<file path="config.mk">
export PLATFORM = sky130hd
export DESIGN_NAME = phsc_top
export DESIGN_NICKNAME = d
export VERILOG_FILES = /design/src/phsc_sync.v /design/src/phsc_mdio.v /design/src/phsc_top.v
export VERILOG_INCLUDE_DIRS = /design/src /design/src/src
export SDC_FILE = /design/constraint.sdc
export NUM_CORES = 1
export LEC_CHECK = 0
export BUFFER_PORTS_ARGS = -buffer_cell sky130_fd_sc_hd__buf_2
export CORE_UTILIZATION = 55
export CTS_BUF_LIST = sky130_fd_sc_hd__clkbuf_8
export DETAILED_ROUTE_END_ITERATION = 10
export PLACE_DENSITY = 0.73
export SLEW_MARGIN = 10
export SYNTH_ARGS = -nofsm -noshare
export SYNTH_HDL_FRONTEND = slang
export SYNTH_SLANG_ARGS = --single-unit
</file>
<file path="constraint.sdc">
create_clock -name clk_i -period 2.3 [get_ports clk_i]
set_input_delay 0.23 -clock clk_i [delete_from_list [all_inputs] [get_ports clk_i]]
set_output_delay 0.23 -clock clk_i [all_outputs]
set_load 0.05 [all_outputs]
</file>
<file path="src/phsc_regs.vh">
// Constants for the strap configuration and management register front end.
// Assumes a 10 MHz management-side clock and a synchronous, active-high reset.
`ifndef PHSC_REGS_VH
`define PHSC_REGS_VH

`define PHSC_ADDR_CTRL 5'h00
`define PHSC_ADDR_STAT 5'h01
`define PHSC_ADDR_ID1 5'h02
`define PHSC_ADDR_ID2 5'h03
`define PHSC_ADDR_ADV 5'h04
`define PHSC_ADDR_LPA 5'h05
`define PHSC_ADDR_EXP 5'h06
`define PHSC_ADDR_CIIS 5'h11
`define PHSC_ADDR_IEN 5'h12
`define PHSC_ADDR_FTX 5'h13
`define PHSC_ADDR_XMC 5'h14

`define PHSC_CTRL_RST 15
`define PHSC_CTRL_LOOP 14
`define PHSC_CTRL_SPD 13
`define PHSC_CTRL_AUTONEG_ENABLE_BIT 12
`define PHSC_CTRL_PDN 11
`define PHSC_CTRL_ISO 10
`define PHSC_CTRL_RSAN 9
`define PHSC_CTRL_DUP 8
`define PHSC_CTRL_COL 7

`define PHSC_ADV_TEN_HALF 5
`define PHSC_ADV_TEN_FULL 6
`define PHSC_ADV_FAST_HALF 7
`define PHSC_ADV_FAST_FULL 8

`define PHSC_STAT_VALUE 16'h7800
`define PHSC_ADV_SELECTOR 5'h01
`define PHSC_ADV_ABIL_DEF 4'hf
`define PHSC_FTX_NRZI 7
`define PHSC_FTX_4B5B 6
`define PHSC_FTX_NOSCR 0

`define PHSC_STRAP_SETTLE 2'h3
`define PHSC_PREAMBLE_LEN 6'h20
`define PHSC_OP_READ 2'h2
`define PHSC_OP_WRITE 2'h1

`endif

</file>
<file path="src/phsc_sync.v">
// Two-flip-flop synchroniser for a group of quasi-static inputs.
// Assumes each bit is independent; no bus coherency is implied.
`timescale 1ns/100ps
module phsc_sync #(
    parameter WIDTH = 1
) (
    input wire clk_i,
    input wire reset_i,
    input wire [WIDTH-1:0] async_i,
    output reg [WIDTH-1:0] sync_o
);
    reg [WIDTH-1:0] meta_q;

    always @(posedge clk_i) begin
        if (reset_i) begin
            meta_q <= {WIDTH{1'b0}};
            sync_o <= {WIDTH{1'b0}};
        end else begin
            meta_q <= async_i;
            sync_o <= meta_q;
        end
    end
endmodule

</file>
<file path="src/phsc_mdio.v">
// Serial management frame engine: preamble, start, opcode, addresses, turnaround and data.
// Assumes mdc_i and mdio_i are already synchronised to clk_i and that mdc runs well below clk_i.
`timescale 1ns/100ps
`include "phsc_regs.vh"
module phsc_mdio (
    input wire clk_i,
    input wire reset_i,
    input wire mdc_i,
    input wire mdio_i,
    input wire [4:0] phy_addr_i,
    input wire [15:0] rd_data_i,
    output reg [4:0] reg_addr_o,
    output reg wr_o,
    output reg [15:0] wr_data_o,
    output reg mdio_o,
    output reg mdio_oe_o
);
    localparam S_PRE = 3'h0;
    localparam S_ST = 3'h1;
    localparam S_HDR = 3'h2;
    localparam S_TA = 3'h3;
    localparam S_RD = 3'h4;
    localparam S_WR = 3'h5;

    reg mdc_d_q;
    reg [2:0] state_q;
    reg [5:0] cnt_q;
    reg [11:0] hdr_q;
    reg [15:0] sh_q;
    reg is_rd_q;
    wire rise;
    wire [11:0] hdr_nx;

    assign rise = mdc_i & ~mdc_d_q;
    assign hdr_nx = {hdr_q[10:0], mdio_i};

    always @(posedge clk_i) begin
        if (reset_i) begin
            mdc_d_q <= 1'b0;
            state_q <= S_PRE;
            cnt_q <= 6'h00;
            hdr_q <= 12'h000;
            sh_q <= 16'h0000;
            is_rd_q <= 1'b0;
            reg_addr_o <= 5'h00;
            wr_o <= 1'b0;
            wr_data_o <= 16'h0000;
            mdio_o <= 1'b0;
            mdio_oe_o <= 1'b0;
        end else begin
            mdc_d_q <= mdc_i;
            wr_o <= 1'b0;
            if (rise) begin
                case (state_q)
                    S_PRE: begin
                        if (mdio_i) begin
                            if (cnt_q != `PHSC_PREAMBLE_LEN)
                                cnt_q <= cnt_q + 6'h01;
                        end else if (cnt_q == `PHSC_PREAMBLE_LEN) begin
                            state_q <= S_ST;
                        end else begin
                            cnt_q <= 6'h00;
                        end
                    end
                    S_ST: begin
                        cnt_q <= 6'h00;
                        state_q <= mdio_i ? S_HDR : S_PRE;
                    end
                    S_HDR: begin
                        hdr_q <= hdr_nx;
                        cnt_q <= cnt_q + 6'h01;
                        if (cnt_q == 6'h0b) begin
                            cnt_q <= 6'h00;
                            reg_addr_o <= hdr_nx[4:0];
                            is_rd_q <= (hdr_nx[11:10] == `PHSC_OP_READ);
                            // Frames for another address are let pass
                            if (hdr_nx[9:5] == phy_addr_i &&
                                (hdr_nx[11:10] == `PHSC_OP_READ || hdr_nx[11:10] == `PHSC_OP_WRITE))
                                state_q <= S_TA;
                            else
                                state_q <= S_PRE;
                        end
                    end
                    S_TA: begin
                        cnt_q <= cnt_q + 6'h01;
                        if (cnt_q == 6'h00) begin
                            if (is_rd_q) begin
                                mdio_oe_o <= 1'b1;
                                mdio_o <= 1'b0;
                                sh_q <= rd_data_i;
                            end
                        end else begin
                            cnt_q <= 6'h00;
                            if (is_rd_q) begin
                                mdio_o <= sh_q[15];
                                sh_q <= {sh_q[14:0], 1'b0};
                                state_q <= S_RD;
                            end else begin
                                state_q <= S_WR;
                            end
                        end
                    end
                    S_RD: begin
                        cnt_q <= cnt_q + 6'h01;
                        mdio_o <= sh_q[15];
                        sh_q <= {sh_q[14:0], 1'b0};
                        if (cnt_q == 6'h0f) begin
                            mdio_oe_o <= 1'b0;
                            mdio_o <= 1'b0;
                            cnt_q <= 6'h00;
                            state_q <= S_PRE;
                        end
                    end
                    S_WR: begin
                        cnt_q <= cnt_q + 6'h01;
                        sh_q <= {sh_q[14:0], mdio_i};
                        if (cnt_q == 6'h0f) begin
                            wr_o <= 1'b1;
                            wr_data_o <= {sh_q[14:0], mdio_i};
                            cnt_q <= 6'h00;
                            state_q <= S_PRE;
                        end
                    end
                    default: begin
                        state_q <= S_PRE;
                        cnt_q <= 6'h00;
                    end
                endcase
            end
        end
    end
endmodule

</file>
<file path="src/phsc_top.v">
// Strap capture, management register bank and LED polarity for the transceiver.
// Assumes straps and management pins are asynchronous; LED states come from logic on clk_i.
`timescale 1ns/100ps
`include "phsc_regs.vh"
module phsc_top #(
    parameter [15:0] ID_UPPER = 16'h1234,
    parameter [15:0] ID_LOWER = 16'h5678
) (
    input wire clk_i,
    input wire reset_i,
    input wire [4:0] mode_strap_pins_i,
    input wire [1:0] advert_select_pins_i,
    input wire full_duplex_strap_i,
    input wire [4:0] phy_addr_straps_i,
    input wire mdc_i,
    input wire mdio_i,
    output wire mdio_o,
    output wire mdio_oe_o,
    input wire [4:0] led_state_i,
    output reg [4:0] led_o,
    output reg [4:0] phy_addr_o,
    output reg loopback_o,
    output reg speed_100_o,
    output reg autoneg_en_o,
    output reg full_duplex_o,
    output reg isolate_o,
    output reg power_down_o,
    output reg restart_an_o,
    output reg collision_test_o,
    output reg dev_reset_o
);
    // ID_UPPER and ID_LOWER values are arbitrary.

    wire [12:0] straps_s;
    wire [4:0] mode_s;
    wire [1:0] sel_s;
    wire fde_s;
    wire [4:0] pad_s;
    wire [1:0] mgmt_s;
    wire [4:0] reg_addr;
    wire wr;
    wire [15:0] wr_data;

    reg [1:0] settle_q;
    reg busy_q;
    reg soft_rst_q;
    reg loop_q;
    reg speed_select_bit_q;
    reg autoneg_enable_bit_q;
    reg pdn_q;
    reg iso_q;
    reg rsan_q;
    reg dup_q;
    reg col_q;
    reg an_strap_q;
    reg [10:0] adv_q;
    reg [15:0] ien_q;
    reg [15:0] ftx_q;
    reg [15:0] xmc_q;
    reg [4:0] addr_q;
    reg [4:0] led_pol_q;
    reg [15:0] rd_data;
    reg [15:0] ctrl_val;
    reg [15:0] adv_val;
    reg [3:0] abil;

    phsc_sync #(
        .WIDTH(13)
    ) u_strap_sync (
        .clk_i(clk_i),
        .reset_i(reset_i),
        .async_i({mode_strap_pins_i, advert_select_pins_i, full_duplex_strap_i, phy_addr_straps_i}),
        .sync_o(straps_s)
    );

    phsc_sync #(
        .WIDTH(2)
    ) u_mgmt_sync (
        .clk_i(clk_i),
        .reset_i(reset_i),
        .async_i({mdc_i, mdio_i}),
        .sync_o(mgmt_s)
    );

    assign mode_s = straps_s[12:8];
    assign sel_s = straps_s[7:6];
    assign fde_s = straps_s[5];
    assign pad_s = straps_s[4:0];

    phsc_mdio u_mdio (
        .clk_i(clk_i),
        .reset_i(reset_i),
        .mdc_i(mgmt_s[1]),
        .mdio_i(mgmt_s[0]),
        .phy_addr_i(addr_q),
        .rd_data_i(rd_data),
        .reg_addr_o(reg_addr),
        .wr_o(wr),
        .wr_data_o(wr_data),
        .mdio_o(mdio_o),
        .mdio_oe_o(mdio_oe_o)
    );

    // Advertised abilities from the straps, fast-full down to ten-half.
    always @* begin
        abil[`PHSC_ADV_FAST_HALF - 5] = sel_s[0];
        abil[`PHSC_ADV_TEN_HALF - 5] = sel_s[1];
        abil[`PHSC_ADV_FAST_FULL - 5] = sel_s[0] & fde_s;
        abil[`PHSC_ADV_TEN_FULL - 5] = sel_s[1] & fde_s;
    end

    always @* begin
        ctrl_val = {soft_rst_q, loop_q, speed_select_bit_q, autoneg_enable_bit_q, pdn_q, iso_q, rsan_q, dup_q, col_q, 7'h00};
        adv_val = {adv_q, `PHSC_ADV_SELECTOR};
        // Default abilities whenever negotiation is off
        if (!an_strap_q || !autoneg_enable_bit_q)
            adv_val[8:5] = `PHSC_ADV_ABIL_DEF;
    end

    // Read decode
    always @* begin
        case (reg_addr)
            `PHSC_ADDR_CTRL: rd_data = ctrl_val;
            `PHSC_ADDR_STAT: rd_data = `PHSC_STAT_VALUE;
            `PHSC_ADDR_ID1: rd_data = ID_UPPER;
            `PHSC_ADDR_ID2: rd_data = ID_LOWER;
            `PHSC_ADDR_ADV: rd_data = adv_val;
            `PHSC_ADDR_LPA: rd_data = 16'h0000;
            `PHSC_ADDR_EXP: rd_data = 16'h0000;
            `PHSC_ADDR_CIIS: rd_data = 16'h0000;
            `PHSC_ADDR_IEN: rd_data = ien_q;
            `PHSC_ADDR_FTX: rd_data = ftx_q;
            `PHSC_ADDR_XMC: rd_data = xmc_q;
            default: rd_data = 16'h0000;
        endcase
    end

    always @(posedge clk_i) begin
        if (reset_i) begin
            settle_q <= 2'h0;
            busy_q <= 1'b1;
            soft_rst_q <= 1'b0;
            loop_q <= 1'b0;
            speed_select_bit_q <= 1'b1;
            autoneg_enable_bit_q <= 1'b1;
            pdn_q <= 1'b0;
            iso_q <= 1'b0;
            rsan_q <= 1'b0;
            dup_q <= 1'b0;
            col_q <= 1'b0;
            an_strap_q <= 1'b1;
            adv_q <= 11'h000;
            ien_q <= 16'h0000;
            ftx_q <= 16'h0000;
            xmc_q <= 16'h0000;
            addr_q <= 5'h00;
            led_pol_q <= 5'h00;
        end else if (busy_q) begin
            // Straps are captured once the synchronisers hold settled values
            settle_q <= settle_q + 2'h1;
            if (settle_q == `PHSC_STRAP_SETTLE) begin
                busy_q <= 1'b0;
                soft_rst_q <= 1'b0;
                loop_q <= 1'b0;
                an_strap_q <= mode_s[0];
                autoneg_enable_bit_q <= mode_s[0];
                speed_select_bit_q <= mode_s[4];
                dup_q <= mode_s[0] ? 1'b0 : fde_s;
                pdn_q <= 1'b0;
                rsan_q <= 1'b0;
                col_q <= 1'b0;
                iso_q <= (pad_s == 5'h00);
                addr_q <= pad_s;
                led_pol_q <= pad_s;
                adv_q <= 11'h000;
                // Strap-derived abilities
                adv_q[3:0] <= mode_s[0] ? abil : `PHSC_ADV_ABIL_DEF;
                ien_q <= 16'h0000;
                xmc_q <= 16'h0000;
                ftx_q <= 16'h0000;
                ftx_q[`PHSC_FTX_NRZI] <= mode_s[1];
                ftx_q[`PHSC_FTX_4B5B] <= mode_s[2];
                ftx_q[`PHSC_FTX_NOSCR] <= mode_s[3];
            end
        end else begin
            rsan_q <= 1'b0;
            if (wr) begin
                case (reg_addr)
                    `PHSC_ADDR_CTRL: begin
                        if (wr_data[`PHSC_CTRL_RST]) begin
                            // Self-clearing device reset
                            soft_rst_q <= 1'b1;
                            busy_q <= 1'b1;
                            settle_q <= 2'h0;
                        end
                        loop_q <= wr_data[`PHSC_CTRL_LOOP];
                        speed_select_bit_q <= wr_data[`PHSC_CTRL_SPD];
                        autoneg_enable_bit_q <= wr_data[`PHSC_CTRL_AUTONEG_ENABLE_BIT];
                        pdn_q <= wr_data[`PHSC_CTRL_PDN];
                        iso_q <= wr_data[`PHSC_CTRL_ISO];
                        rsan_q <= wr_data[`PHSC_CTRL_RSAN];
                        dup_q <= wr_data[`PHSC_CTRL_DUP];
                        col_q <= wr_data[`PHSC_CTRL_COL];
                    end
                    `PHSC_ADDR_ADV: adv_q <= wr_data[15:5];
                    `PHSC_ADDR_IEN: ien_q <= wr_data;
                    `PHSC_ADDR_FTX: ftx_q <= wr_data;
                    `PHSC_ADDR_XMC: xmc_q <= wr_data;
                    default: ien_q <= ien_q;
                endcase
            end
        end
    end

    // Registered copies of the control state for the rest of the transceiver.
    always @(posedge clk_i) begin
        if (reset_i) begin
            led_o <= 5'h00;
            phy_addr_o <= 5'h00;
            loopback_o <= 1'b0;
            speed_100_o <= 1'b1;
            autoneg_en_o <= 1'b1;
            full_duplex_o <= 1'b0;
            isolate_o <= 1'b0;
            power_down_o <= 1'b0;
            restart_an_o <= 1'b0;
            collision_test_o <= 1'b0;
            dev_reset_o <= 1'b1;
        end else begin
            led_o <= led_state_i ^ led_pol_q;
            phy_addr_o <= addr_q;
            loopback_o <= loop_q;
            speed_100_o <= speed_select_bit_q;
            autoneg_en_o <= autoneg_enable_bit_q;
            full_duplex_o <= dup_q;
            isolate_o <= iso_q;
            power_down_o <= pdn_q;
            restart_an_o <= rsan_q;
            collision_test_o <= col_q;
            dev_reset_o <= busy_q;
        end
    end
endmodule

</file>
==> metrics.md <==
| Metric | Value |
|---|---|
| Pwr dens | `about 660 nW/um^2` |
| Most area-hungry cell type in the Yosys netlist | `dfxtp_1` |
| Mean Syn Cell Area | `between 8 and 9 um^2` |
| Global-route wire length before repair | `about 31000 um` |
| Pre-antenna DRT Iters | `6` |
| Worst Path Max Fanout | `8` |
| Vias/cell | `5.88` |
| Maximum buffer depth of the clock tree | `2` |
| Total overflow reported by the global router | `0` |
| CTS tree | `built` |
| Number of cells produced by synthesis | `between 900 and 1000` |
| Final wirelength | `approximately 19000 um` |
| Post-synth ARST share | `0` |
| Final count of hold timing violations | `0` |
| Count of final max-slew check failures | `0` |
| Ratio of final minimum period to clock period | `0.941` |
| Max-slew headroom | `0.538` |
| Synth top area cells | `dfxtp_1 (49%), a21oi_1 (6.1%), nand2_1 (6.0%)` |
| Setup tns final | `0 ns` |
| HPWL after detailed placement | `about 13000 um` |
| Total GRT Usage | `0.272` |
| IO Count | `43` |
| Average routed wire per standard cell | `16.7 um` |
| Buffer cell driving the clock tree root | `clkbuf_8` |
| Clock latency on the worst-skew pair | `about 0.48 ns` |
| Starting Density | `0.574` |
| Die X | `around 120 um` |
| Post-route DRC violation count | `0` |
| Kind of path behind the tightest hold check | `primary input to register` |
| Post-Synthesis Cell Area | `slightly below 8000 um^2` |
| Result of the run | `completed` |
| Standard-cell row count | `42` |
| Portion of synthesized cell area occupied by the leading cell type | `0.488` |
| Fraction of final layout cells sized beyond drive strength 1 | `0.137` |
| Post-synth EDFFs | `0` |
| Final antenna diode count | `0` |
| Highest Clock Rate | `462 MHz` |
| Netlist cell types | `between 50 and 60` |
| Post-Syn Nets | `928` |
| DRT iter0 DRCs | `roughly 590` |
| Maximum number of pins on one net before global-route repair | `125` |
| Vias after detailed routing | `roughly 6700` |
| Critical path arrival | `~2.6 ns` |
| Total of warnings raised by yosys | `0` |
| DIE HEIGHT | `around 120 um` |
| Worst Clk Skew | `between 0.01 and 0.015 ns` |
| Leading post-synthesis cells by instance count | `dfxtp_1 (188), nand2_1 (123), a21oi_1 (94)` |
| Sequential-to-total area share from yosys stat | `0.488` |
| Signed area change from the synthesized netlist to the final layout | `14.2%` |
| Critical Path End Type | `register` |
| Routability cong. | `approximately 0.9` |
| Type of the worst setup path | `register to register` |
| H-tree depth reported by CTS | `4` |
| Final min period | `roughly 2.2 ns` |
| Most frequent cell after synthesis | `dfxtp_1` |
| Port bufs | `42` |
| Leakage power summed over all cells | `roughly 3.2 nW` |
| Via count of the first global-routing pass | `~6200` |
| Number of antenna violations at the first check in global routing | `0` |
| Actual transition at the worst max-transition pin | `around 0.7 ns` |
| Number of synthesized register bits | `roughly 190` |
| Final setup viols | `0` |
| Number of antenna-violating nets in the routed design | `0` |
| Nets | `between 900 and 1000` |
| CP startpoint kind | `register` |
| Total Die Area | `between 10000 and 15000 um^2` |
| Max cap viols | `0` |
| Post-layout util | `0.655` |
| Required @ worst endpoint | `2.71 ns` |
| Max VDD drop | `558 uV` |
| CTS Sinks | `188` |
| Setup repair after global routing missed its margin | `false` |
| Clock Pin Slew Worst Setup and Hold Paths | `0.11 ns` |
| Total clock buffers created by CTS | `17` |
| Area of the placeable core | `13500 um^2` |
| Most used DFF post-synth | `dfxtp_1` |
metrics by stage:
step	std cells	hold WS (ns)	instance area, um^2	power, mW	setup WS [ns]
global route	1139	0.191	8810	6.05	0.0492
CTS	1139	0.180	8810	5.87	0.0839
finish	1139	0.193	8810	5.84	0.136
global placement	1087	0.418	8200	3.73	0.201
detailed placement	1087	0.420	8200	3.74	0.115
floorplan	902	0.358	7720	3.64	0.289
placed cells by master, fill, tap and decap left out, types with 8 or more instances in the layout:
cell and instances:
nor2_1 71, dlygate4sd3_1 20, dfxtp_1 188, nand3_1 76
and3_1 11, nor3_1 10, mux2i_1 30, nand2b_1 11
buf_2 41, inv_1 8, nand2_1 122, clkbuf_8 17
a31oi_1 11, a21oi_1 94, o21ai_0 18, buf_4 34
nor2b_1 52
logic make-up (layout without fill, tap and decap cells):
family,count (synthesis),after routing,synth area share
xor gates and xnor gates,10,10,0.0114
DFF,188,188,0.488
adders and majority gates,4,4,0.00649
and+or+nand+nor,403,403,0.260
buffers and inverters,79,140,0.0402
AOI/OAI and AO/OA,188,188,0.155
muxes,30,30,0.0389
state kept, by name, summed over array words and instances, names as in the netlist, 11 cells and up:
signal               flops
ien_q                   16
u_mdio.wr_data_o        16
adv_q                   11
ftx_q                   16
u_mdio.sh_q             16
xmc_q                   16
u_strap_sync.meta_q     13
u_strap_sync.sync_o     13
u_mdio.hdr_q            11
layer usage:
metal	global-route usage	up-vias	part of all wire
li1	-	3220	-
met1	0.363	3165	0.44
met2	0.433	271	0.46
met3	0.0462	40	0.069
met4	0.121	0	0.029
met5	0	-	0
final cells by class:
| class | instances | area (um^2) |
|---|---|---|
| clock buffer | 17 | 234 |
| clock inverter | 15 | 169 |
| fill | 1117 | 4640 |
| inverter | 9 | 33.8 |
| multi-input combinational | 635 | 3650 |
| sequential | 188 | 3760 |
| tap | 176 | 220 |
| timing repair buffer | 99 | 741 |
worst paths after layout:
kind,startpoint,cells past startpoint,end,slack [ns]
worst max-delay path,u_mdio.cnt_q[4],5,u_mdio.sh_q[15],0.14
worst min-delay path,reset_i,4,u_mdio.state_q[2],0.19
worst max register to register,u_mdio.cnt_q[4],5,u_mdio.sh_q[15],0.14
worst min register to register,u_strap_sync.meta_q[1],1,u_strap_sync.sync_o[1],0.44
power breakdown:
group | leakage [nW] | internal [mW] | switching [mW]
Sequential | 1.52 | 3.31 | 0.0337
Combinational | 1.46 | 0.129 | 0.214
Clock | 0.197 | 0.825 | 1.33
Total | 3.18 | 4.27 | 1.58
worst max-delay path, stage by stage, from the launching register on:
cell      delay (ns)
dfxtp_1         0.39
or3_1           0.49
nand3b_4        0.27
or3_1           0.50
a31o_1          0.24
a211oi_2        0.20
what timing repair did:
action                                 CTS  global route
gates resized for setup                  0             2
hold buffers                            20             0
buffers inserted                         0             0
endpoints found under the hold margin   20             0
setup endpoints to repair                0             5
Power figures use the tool's default switching activity.
